**config.mk**
```make
export PLATFORM = sky130hd
export DESIGN_NAME = rxecb_top
export DESIGN_NICKNAME = d
export VERILOG_FILES = /design/src/design/rxecb_pkg.sv /design/src/design/rxecb_sync.sv /design/src/design/rxecb_top.sv
export SDC_FILE = /design/constraint.sdc
export NUM_CORES = 1
export LEC_CHECK = 0
export ABC_AREA = 1
export BUFFER_PORTS_ARGS = -buffer_cell sky130_fd_sc_hd__buf_2
export CAP_MARGIN = 10
export CORE_MARGIN = 4
export CORE_UTILIZATION = 25
export CTS_CLUSTER_DIAMETER = 60
export CTS_CLUSTER_SIZE = 28
export DETAILED_ROUTE_END_ITERATION = 10
export SETUP_SLACK_MARGIN = 0.3
export SLEW_MARGIN = 20
export SYNTH_ARGS = -nofsm -noshare
export SYNTH_HDL_FRONTEND = slang
export SYNTH_SLANG_ARGS = --single-unit
```
**constraint.sdc**
```tcl
create_clock -name i_core_clk -period 2.8 [get_ports i_core_clk]
set_clock_uncertainty 0.2 [all_clocks]
set_input_delay 0.56 -clock i_core_clk [delete_from_list [all_inputs] [get_ports i_core_clk]]
set_output_delay 0.56 -clock i_core_clk [all_outputs]
set_load 0.05 [all_outputs]
```
**src/design/rxecb_pkg.sv**
```systemverilog
// rxecb_pkg: offsets, field positions, reset values and rate codes
// for the receive-port error count and return-link configuration slice.
// assumes an 8-bit register port with an 8-bit address.
package rxecb_pkg;

  localparam logic [7:0] ADDR_PAR_HI   = 8'h55;
  localparam logic [7:0] ADDR_PAR_LO   = 8'h56;
  localparam logic [7:0] ADDR_BUILT_IN_SELF_TEST_CNT = 8'h57;
  localparam logic [7:0] ADDR_BCC_CFG  = 8'h58;
  localparam logic [7:0] ADDR_RSVD_A   = 8'h59;
  localparam logic [7:0] ADDR_RSVD_B   = 8'h5a;
  localparam logic [7:0] ADDR_REMOTE_SERIALIZER_ID   = 8'h5b;

  localparam int BIT_PASS_ALL   = 7;
  localparam int BIT_PASS_MATCH = 6;
  localparam int BIT_AUTO_ACK   = 5;
  localparam int BIT_BC_EN      = 4;
  localparam int BIT_CRC_EN     = 3;
  localparam int BIT_RATE_HI    = 1;
  localparam int BIT_RATE_LO    = 0;
  localparam int BIT_HOLD_ID    = 0;

  localparam logic [7:0] RST_BCC_CFG = 8'h18;
  localparam logic [7:0] RST_REMOTE_SERIALIZER_ID  = 8'h00;
  localparam logic [7:0] RST_RSVD    = 8'h00;
  localparam logic [7:0] RST_COUNT   = 8'h00;

  // every bit of the config register is written and read back
  localparam logic [7:0] BCC_CFG_MASK = 8'hff;

  localparam logic [1:0] RATE_2P5M  = 2'h0;
  localparam logic [1:0] RATE_1P56M = 2'h1;

  // return-link bit periods in ns and derived core-clock counts
  localparam int CLK_PERIOD_NS   = 100;
  localparam int RATE_2P5M_NS    = 400;
  localparam int RATE_1P56M_NS   = 640;
  localparam int RATE_2P5M_CYC   = RATE_2P5M_NS / CLK_PERIOD_NS;
  localparam int RATE_1P56M_CYC  = RATE_1P56M_NS / CLK_PERIOD_NS;

endpackage

```
**src/design/rxecb_sync.sv**
```systemverilog
// rxecb_sync: two-flop synchroniser for one level from outside the
// core clock domain. assumes i_core_clk and an active-low async reset.
`timescale 1ns/100ps
`default_nettype none
module rxecb_sync (
  input  wire logic i_core_clk,
  input  wire logic i_resetn,
  input  wire logic i_async,
  output var  logic o_sync
);
  logic meta_ff;
  logic sync_ff;

  always_ff @(posedge i_core_clk or negedge i_resetn) begin
    if (!i_resetn) begin
      meta_ff <= 1'b0;
      sync_ff <= 1'b0;
    end else begin
      meta_ff <= i_async;
      sync_ff <= meta_ff;
    end
  end

  assign o_sync = sync_ff;
endmodule
`default_nettype wire

```
**src/design/rxecb_top.sv**
```systemverilog
// rxecb_top: parity error counter, self-test count, return-link
// configuration and remote serializer id registers of one receive port.
// assumes a byte register port (address, write/read strobes) on the core
// clock and one-cycle event pulses from same-clock receiver logic.
//
// Overview of operation
// - low count byte is read-only and clears itself on any read
// - built-in self-test error count is read-only at its own register
// - pass-all bit forwards every local i2c transaction to the serializer
// - matched pass bit forwards only transactions matching the decoder
// - auto-ack bit acks every i2c write locally, ignoring lock and remote
// - return link enable gates camera mode, resets to one, display always on
// - crc generation on return link while crc enable is one, reset one
// - rate field: 00 gives 2.5 Mbps, 01 gives a 6-clock (600 ns) bit, about 1.67 Mbps, strap loadable
// - remote id writable, normally auto-loaded from the remote serializer
// - hold bit stops auto-loading and keeps the written id
// - parity status flag above threshold, cleared with the count bytes
`timescale 1ns/100ps
`default_nettype none
module rxecb_top #(
  parameter int CNT_W = 16
) (
  input  wire logic       i_core_clk,
  input  wire logic       i_resetn,
  // register port
  input  wire logic [7:0] i_reg_addr,
  input  wire logic       i_reg_wr,
  input  wire logic       i_reg_rd,
  input  wire logic [7:0] i_reg_wdata,
  output var  logic [7:0] o_reg_rdata,
  // receiver events, same clock
  input  wire logic       i_parity_err,
  input  wire logic       i_lock_detect,
  input  wire logic [7:0] i_self_test_error_count,
  input  wire logic [CNT_W-1:0] i_par_threshold,
  input  wire logic       i_id_valid,
  input  wire logic [6:0] i_id_value,
  // local i2c decode
  input  wire logic       i_i2c_start,
  input  wire logic       i_i2c_match,
  input  wire logic       i_i2c_write,
  // pins
  input  wire logic       i_camera_mode,
  input  wire logic [1:0] i_rate_strap,
  input  wire logic       i_strap_load,
  // outputs
  output var  logic       o_parity_flag,
  output var  logic       o_i2c_forward,
  output var  logic       o_i2c_local_ack,
  output var  logic       o_bc_enable,
  output var  logic       o_bc_crc_enable,
  output var  logic [1:0] o_bc_rate,
  output var  logic       o_bc_bit_tick
);

  logic [CNT_W-1:0] par_count_ff;
  logic [CNT_W-1:0] nxt_par_count;
  logic [7:0]       bcc_cfg_ff;
  logic [7:0]       rsvd_a_ff;
  logic [7:0]       rsvd_b_ff;
  logic [7:0]       remote_serializer_id_ff;
  logic [7:0]       rdata_ff;
  logic             parity_flag_ff;
  logic             fwd_ff;
  logic             ack_ff;
  logic             bc_en_ff;
  logic             crc_en_ff;
  logic [1:0]       rate_ff;
  logic             tick_ff;
  logic [3:0]       tick_cnt_ff;
  logic             strap_sync;
  logic             strap_dly_ff;
  logic             camera_sync;
  logic [1:0]       strap_val_sync;
  logic             rd_lo;

  function automatic logic hit(input logic [7:0] a, input logic [7:0] off);
    hit = (a == off);
  endfunction

  assign rd_lo = i_reg_rd && hit(i_reg_addr, rxecb_pkg::ADDR_PAR_LO);

  rxecb_sync u_strap_sync (
    .i_core_clk (i_core_clk),
    .i_resetn   (i_resetn),
    .i_async    (i_strap_load),
    .o_sync     (strap_sync)
  );

  rxecb_sync u_cam_sync (
    .i_core_clk (i_core_clk),
    .i_resetn   (i_resetn),
    .i_async    (i_camera_mode),
    .o_sync     (camera_sync)
  );

  // strap value pins take the same two flops as the load pin, so they line up
  rxecb_sync u_strap_hi_sync (
    .i_core_clk (i_core_clk),
    .i_resetn   (i_resetn),
    .i_async    (i_rate_strap[1]),
    .o_sync     (strap_val_sync[1])
  );

  rxecb_sync u_strap_lo_sync (
    .i_core_clk (i_core_clk),
    .i_resetn   (i_resetn),
    .i_async    (i_rate_strap[0]),
    .o_sync     (strap_val_sync[0])
  );

  // saturate rather than wrap so a long run never reads as few errors
  always_comb begin
    nxt_par_count = par_count_ff;
    if (i_lock_detect || rd_lo) begin
      nxt_par_count = '0;
      if (i_parity_err) begin
        nxt_par_count = CNT_W'(1);
      end
    end else if (i_parity_err && !(&par_count_ff)) begin
      nxt_par_count = par_count_ff + CNT_W'(1);
    end
  end

  always_ff @(posedge i_core_clk or negedge i_resetn) begin
    if (!i_resetn) begin
      par_count_ff <= '0;
    end else begin
      par_count_ff <= nxt_par_count;
    end
  end

  // status flag: set on threshold exceeded wins over the clear
  always_ff @(posedge i_core_clk or negedge i_resetn) begin
    if (!i_resetn) begin
      parity_flag_ff <= 1'b0;
    end else if (nxt_par_count > i_par_threshold) begin
      parity_flag_ff <= 1'b1;
    end else if (i_lock_detect || rd_lo) begin
      parity_flag_ff <= 1'b0;
    end
  end

  // strap is caught on a rising edge of the synchronised load pin
  always_ff @(posedge i_core_clk or negedge i_resetn) begin
    if (!i_resetn) begin
      strap_dly_ff <= 1'b0;
    end else begin
      strap_dly_ff <= strap_sync;
    end
  end

  always_ff @(posedge i_core_clk or negedge i_resetn) begin
    if (!i_resetn) begin
      bcc_cfg_ff <= rxecb_pkg::RST_BCC_CFG;
    end else if (i_reg_wr && hit(i_reg_addr, rxecb_pkg::ADDR_BCC_CFG)) begin
      bcc_cfg_ff <= i_reg_wdata & rxecb_pkg::BCC_CFG_MASK;
    end else if (strap_sync && !strap_dly_ff) begin
      bcc_cfg_ff[rxecb_pkg::BIT_RATE_HI:rxecb_pkg::BIT_RATE_LO]
        <= strap_val_sync;
    end
  end

  // reserved bytes are plain storage, read back as written
  always_ff @(posedge i_core_clk or negedge i_resetn) begin
    if (!i_resetn) begin
      rsvd_a_ff <= rxecb_pkg::RST_RSVD;
    end else if (i_reg_wr && hit(i_reg_addr, rxecb_pkg::ADDR_RSVD_A)) begin
      rsvd_a_ff <= i_reg_wdata;
    end
  end

  always_ff @(posedge i_core_clk or negedge i_resetn) begin
    if (!i_resetn) begin
      rsvd_b_ff <= rxecb_pkg::RST_RSVD;
    end else if (i_reg_wr && hit(i_reg_addr, rxecb_pkg::ADDR_RSVD_B)) begin
      rsvd_b_ff <= i_reg_wdata;
    end
  end

  // software write has priority over an auto-load in the same cycle
  always_ff @(posedge i_core_clk or negedge i_resetn) begin
    if (!i_resetn) begin
      remote_serializer_id_ff <= rxecb_pkg::RST_REMOTE_SERIALIZER_ID;
    end else if (i_reg_wr && hit(i_reg_addr, rxecb_pkg::ADDR_REMOTE_SERIALIZER_ID)) begin
      remote_serializer_id_ff <= i_reg_wdata;
    end else if (i_id_valid && !remote_serializer_id_ff[rxecb_pkg::BIT_HOLD_ID]) begin
      remote_serializer_id_ff[7:1] <= i_id_value;
    end
  end

  // read data registered; a read of an unmapped address returns zero
  always_ff @(posedge i_core_clk or negedge i_resetn) begin
    if (!i_resetn) begin
      rdata_ff <= 8'h00;
    end else if (i_reg_rd) begin
      if (hit(i_reg_addr, rxecb_pkg::ADDR_PAR_HI)) begin
        rdata_ff <= par_count_ff[15:8];
      end else if (hit(i_reg_addr, rxecb_pkg::ADDR_PAR_LO)) begin
        rdata_ff <= par_count_ff[7:0];
      end else if (hit(i_reg_addr, rxecb_pkg::ADDR_BUILT_IN_SELF_TEST_CNT)) begin
        rdata_ff <= i_self_test_error_count;
      end else if (hit(i_reg_addr, rxecb_pkg::ADDR_BCC_CFG)) begin
        rdata_ff <= bcc_cfg_ff;
      end else if (hit(i_reg_addr, rxecb_pkg::ADDR_RSVD_A)) begin
        rdata_ff <= rsvd_a_ff;
      end else if (hit(i_reg_addr, rxecb_pkg::ADDR_RSVD_B)) begin
        rdata_ff <= rsvd_b_ff;
      end else if (hit(i_reg_addr, rxecb_pkg::ADDR_REMOTE_SERIALIZER_ID)) begin
        rdata_ff <= remote_serializer_id_ff;
      end else begin
        rdata_ff <= 8'h00;
      end
    end
  end

  // i2c forwarding and local acknowledge decisions per transaction
  always_ff @(posedge i_core_clk or negedge i_resetn) begin
    if (!i_resetn) begin
      fwd_ff <= 1'b0;
    end else begin
      fwd_ff <= i_i2c_start &&
                (bcc_cfg_ff[rxecb_pkg::BIT_PASS_ALL] ||
                 (bcc_cfg_ff[rxecb_pkg::BIT_PASS_MATCH] &&
                  i_i2c_match));
    end
  end

  always_ff @(posedge i_core_clk or negedge i_resetn) begin
    if (!i_resetn) begin
      ack_ff <= 1'b0;
    end else begin
      ack_ff <= i_i2c_start && i_i2c_write &&
                bcc_cfg_ff[rxecb_pkg::BIT_AUTO_ACK];
    end
  end

  // display mode keeps the return link on whatever bit 4 holds
  always_ff @(posedge i_core_clk or negedge i_resetn) begin
    if (!i_resetn) begin
      bc_en_ff <= 1'b1;
    end else begin
      bc_en_ff <= !camera_sync || bcc_cfg_ff[rxecb_pkg::BIT_BC_EN];
    end
  end

  always_ff @(posedge i_core_clk or negedge i_resetn) begin
    if (!i_resetn) begin
      crc_en_ff <= 1'b1;
    end else begin
      crc_en_ff <= bcc_cfg_ff[rxecb_pkg::BIT_CRC_EN];
    end
  end

  always_ff @(posedge i_core_clk or negedge i_resetn) begin
    if (!i_resetn) begin
      rate_ff <= rxecb_pkg::RATE_2P5M;
    end else begin
      rate_ff <=
        bcc_cfg_ff[rxecb_pkg::BIT_RATE_HI:rxecb_pkg::BIT_RATE_LO];
    end
  end

  // last count of one return-link bit; reserved codes run at 2.5 Mbps
  function automatic logic [3:0] bit_last(input logic [1:0] rate);
    if (rate == rxecb_pkg::RATE_1P56M) begin
      bit_last = 4'(rxecb_pkg::RATE_1P56M_CYC - 1);
    end else begin
      bit_last = 4'(rxecb_pkg::RATE_2P5M_CYC - 1);
    end
  endfunction

  // wrap on >= so a switch to a faster rate never overruns the end count
  always_ff @(posedge i_core_clk or negedge i_resetn) begin
    if (!i_resetn) begin
      tick_cnt_ff <= 4'h0;
      tick_ff     <= 1'b0;
    end else if (!bc_en_ff) begin
      tick_cnt_ff <= 4'h0;
      tick_ff     <= 1'b0;
    end else if (tick_cnt_ff >= bit_last(rate_ff)) begin
      tick_cnt_ff <= 4'h0;
      tick_ff     <= 1'b1;
    end else begin
      tick_cnt_ff <= tick_cnt_ff + 4'h1;
      tick_ff     <= 1'b0;
    end
  end

  assign o_reg_rdata     = rdata_ff;
  assign o_parity_flag   = parity_flag_ff;
  assign o_i2c_forward   = fwd_ff;
  assign o_i2c_local_ack = ack_ff;
  assign o_bc_enable     = bc_en_ff;
  assign o_bc_crc_enable = crc_en_ff;
  assign o_bc_rate       = rate_ff;
  assign o_bc_bit_tick   = tick_ff;

endmodule
`default_nettype wire

```
==> results.md <==
* Status: finished, final reports clean
* Avg Vias per Cell at 4.44
* Setup violators final at 0
* HPWL after DPL at 9340 µm
* Synth Area in Adders at 5.81%
* Post-DRT Antenna Nets at 0
* Ys Warns at 0
* Setup WS pre-CTS at -0.0946 ns
* Num rows at 47
* Most frequent cells in the layout: nand2_1, inv_1, buf_2, nand3_1, dfrtp_1
* CTS tree: done
* Total Routed Length at 12200 µm
* Initial Utilization at 25.7%
* Power, Total at 2.89 mW
* Die X at ~140 µm
* Synth Flop Type: dfrtp_1
* Unrepaired setup endpoints after global routing: yes
* XOR/XNOR Fraction of Synth Area at 2.03%
* Fin util at 33.6%
* HP Start: i_rate_strap[1]
* Sequential share of power at roughly 43%
* Clock latency at the later pin of the worst-skew pair at 0.34 ns
* Post-route minimum period at 2.73 ns
* TritonRoute pass-1 iters at 5
* Clock Tree Buf Depth at 2
* R2r setup slk at 0.07 ns
* Comb power frac at 15.1%
* Layout cell share with drive strength beyond 1 at 26.2%
* Wire per inst at 13.7 µm
* Async SR Flop Fraction at 100%
* Via count at 3967
* Worst Tran Pin Value at 0.652 ns
* H-tree Lvls at 3
* Hold Path Stages at 1
* P&R area growth vs syn at 30.6%
* Global Route Usage Sum at between 10% and 20%
* Grt ovf at 0
* Synth Net Count at 637
* Max-slew violation count at 0
* Reg2Reg Depth at 16
* Commonest non-fill, non-tap cell in the layout: nand2_1
* Clock group share of total power at approximately two fifths
* Critical path endpoint category: flop
* Switching power at between 800 and 900 µW
* Die H at 139 µm
* Final period utilization at 97.4%
* Max cap viols at 0
* Clock Sink Count at 77
* Critical-path maximum fanout at 6
* Crit path kind: flop to flop
* Crit path launch: par_count_ff[1]
* Vias in the first global route at 3739
* Synth cell types at 33
* Final setup margin at 0.0723 ns
* Core region area at 16800 µm²
* Hold Crit Endpoint: u_strap_hi_sync.meta_ff
* Final hold vios at 0
* Cell Count, Final, Fillers Out at 893
* Worst R2R End: o_parity_flag
* Area fraction in compound gates after synthesis at 9.64%
* Worst r2r src: par_count_ff[1]
* Sequential area share after synthesis at 44.8%
* WHS at around 0.12 ns
* Largest net degree at the start of global routing at 55
* Crit path launch type: flop
* Synth Area in Simple Gates at 28.7%
* Io pins at 77
* Placer congestion estimate at 0.839
* HP Class: primary input to flop
* Fmax at 367 MHz
* Placed insts at 865
* Synthesized cell area at 4310 µm²
* TNS Setup at 0 ns
* Sw frac at between 20% and 30%
* Initial DRC count at about 310
* Largest family of logic cells by synthesized area: simple AND/OR/NAND/NOR gates
* Syn avg cell area at about 7.8 µm²
* Die ar. at 19400 µm²
* Placed cell areas at 5120 µm²
* IO Port Bufs at 76
* Reg clk slew, reported paths at 0.06 ns
* Gate Count Post-Synth at 556
* Crit path DAT at around 2.8 ns
* Final nets at 748
* Slew margin rel. at between 50 and 60%
* Power per cell area at ~510 nW/µm²
* Synth Register Bits at 77
* Worst endpoint required time at 2.84 ns
* Post-synth EDFFs at 0
* First-pass GRT wire length at roughly 20000 µm
* Max IR drop VDD at 0.000203 V
* Leak at 2.85 nW
* Mux contribution to synthesized area at 0%
* P_int at 2.08 mW
* Initial antenna violation count at 0
* TritonCTS buffer count at 9
* Clk root buf: clkbuf_16
* DRC errors left at 0
* Post-route cell area at 5630 µm²
[flip-flops by register name, summed over array words and instances, names as in the netlist, 2 cells and up]
register,count
rsvd_a_ff,8
rsvd_b_ff,8
bcc_cfg_ff,8
par_count_ff,16
remote_serializer_id_ff,8
tick_cnt_ff,4
o_bc_rate,2
o_reg_rdata,8
[worst max path at each step]
stage,endpoint,cells past startpoint
6_report,o_parity_flag,16
5_1_grt,o_parity_flag,16
4_1_cts,o_parity_flag,17
3_5_place_dp,o_parity_flag,14
3_3_place_gp,o_parity_flag,17
2_1_floorplan,o_parity_flag,15
[worst max-delay path: stages, from the launching register on]
cell and delay, ns:
dfrtp_1 0.43, ha_4 0.18, nand3_4 0.08, nor3_4 0.21, nand3_2 0.12, nand2_4 0.16, buf_6 0.11, buf_4 0.09
nand2_2 0.05, a21oi_4 0.15, ha_1 0.27, a21oi_1 0.15, o21ai_1 0.08, a21oi_1 0.16, nand2_1 0.06, nand2_1 0.05
nand2_1 0.05
[power by group through the flow]
stage | logic [mW] | registers (mW) | clock network (mW)
floorplan | 0.201 | 1.32 | 0
global placement | 0.412 | 1.27 | 0
detailed placement | 0.416 | 1.27 | 0
CTS | 0.428 | 1.25 | 1.23
global route | 0.495 | 1.26 | 1.28
finish | 0.437 | 1.25 | 1.21
[cells by family after synthesis]
group,Yosys count
XOR/XNOR,10
AO/OA/AOI/OAI,76
adder cells (fa/ha/maj),20
buffers and inverters,95
flip-flops,77
AND/OR/NAND/NOR,278
[repair_timing]
item,4_1_cts,5_1_grt
setup buffers,2,8
gates resized for setup,7,26
endpoints found under the hold margin,21,0
pin swaps,0,19
hold buffers,1,0
endpoints found under the setup margin,1,1
[area by class of cell]
class / count / area, µm²
Clock buffer: 10 / 239
Sequential cell: 77 / 1930
Timing Repair Buffer: 113 / 687
Inverter: 82 / 313
Clock inverter: 6 / 70.1
Tap cell: 220 / 275
Multi-Input combinational cell: 384 / 2110
Antenna cell: 1 / 2.50
Fill cell: 1767 / 11100
[per-layer routing]
metal	global-route usage [%]	up-vias	wire (µm)	share of wire, %
met5	0	-	0	0
met1	17.9	1840	5880	48
met4	4.43	0	210	1.7
met3	2.71	12	645	5.3
met2	18.9	78	5480	45
li1	-	2037	-	-
[Yosys cell counts, drive strengths merged, types with 6 or more instances]
cell      n  area [µm²]
nand2   123         472
inv      82         308
nand3    80         425
dfrtp    73        1830
nor2     55         219
o21ai    37         185
a21oi    28         148
ha       20         250
buf      11        72.6
o211ai    9        67.6
nand4     8        50.1
nor3      7        40.0
xor2      6        52.6
No activity file was read; power rests on OpenSTA's default activity.
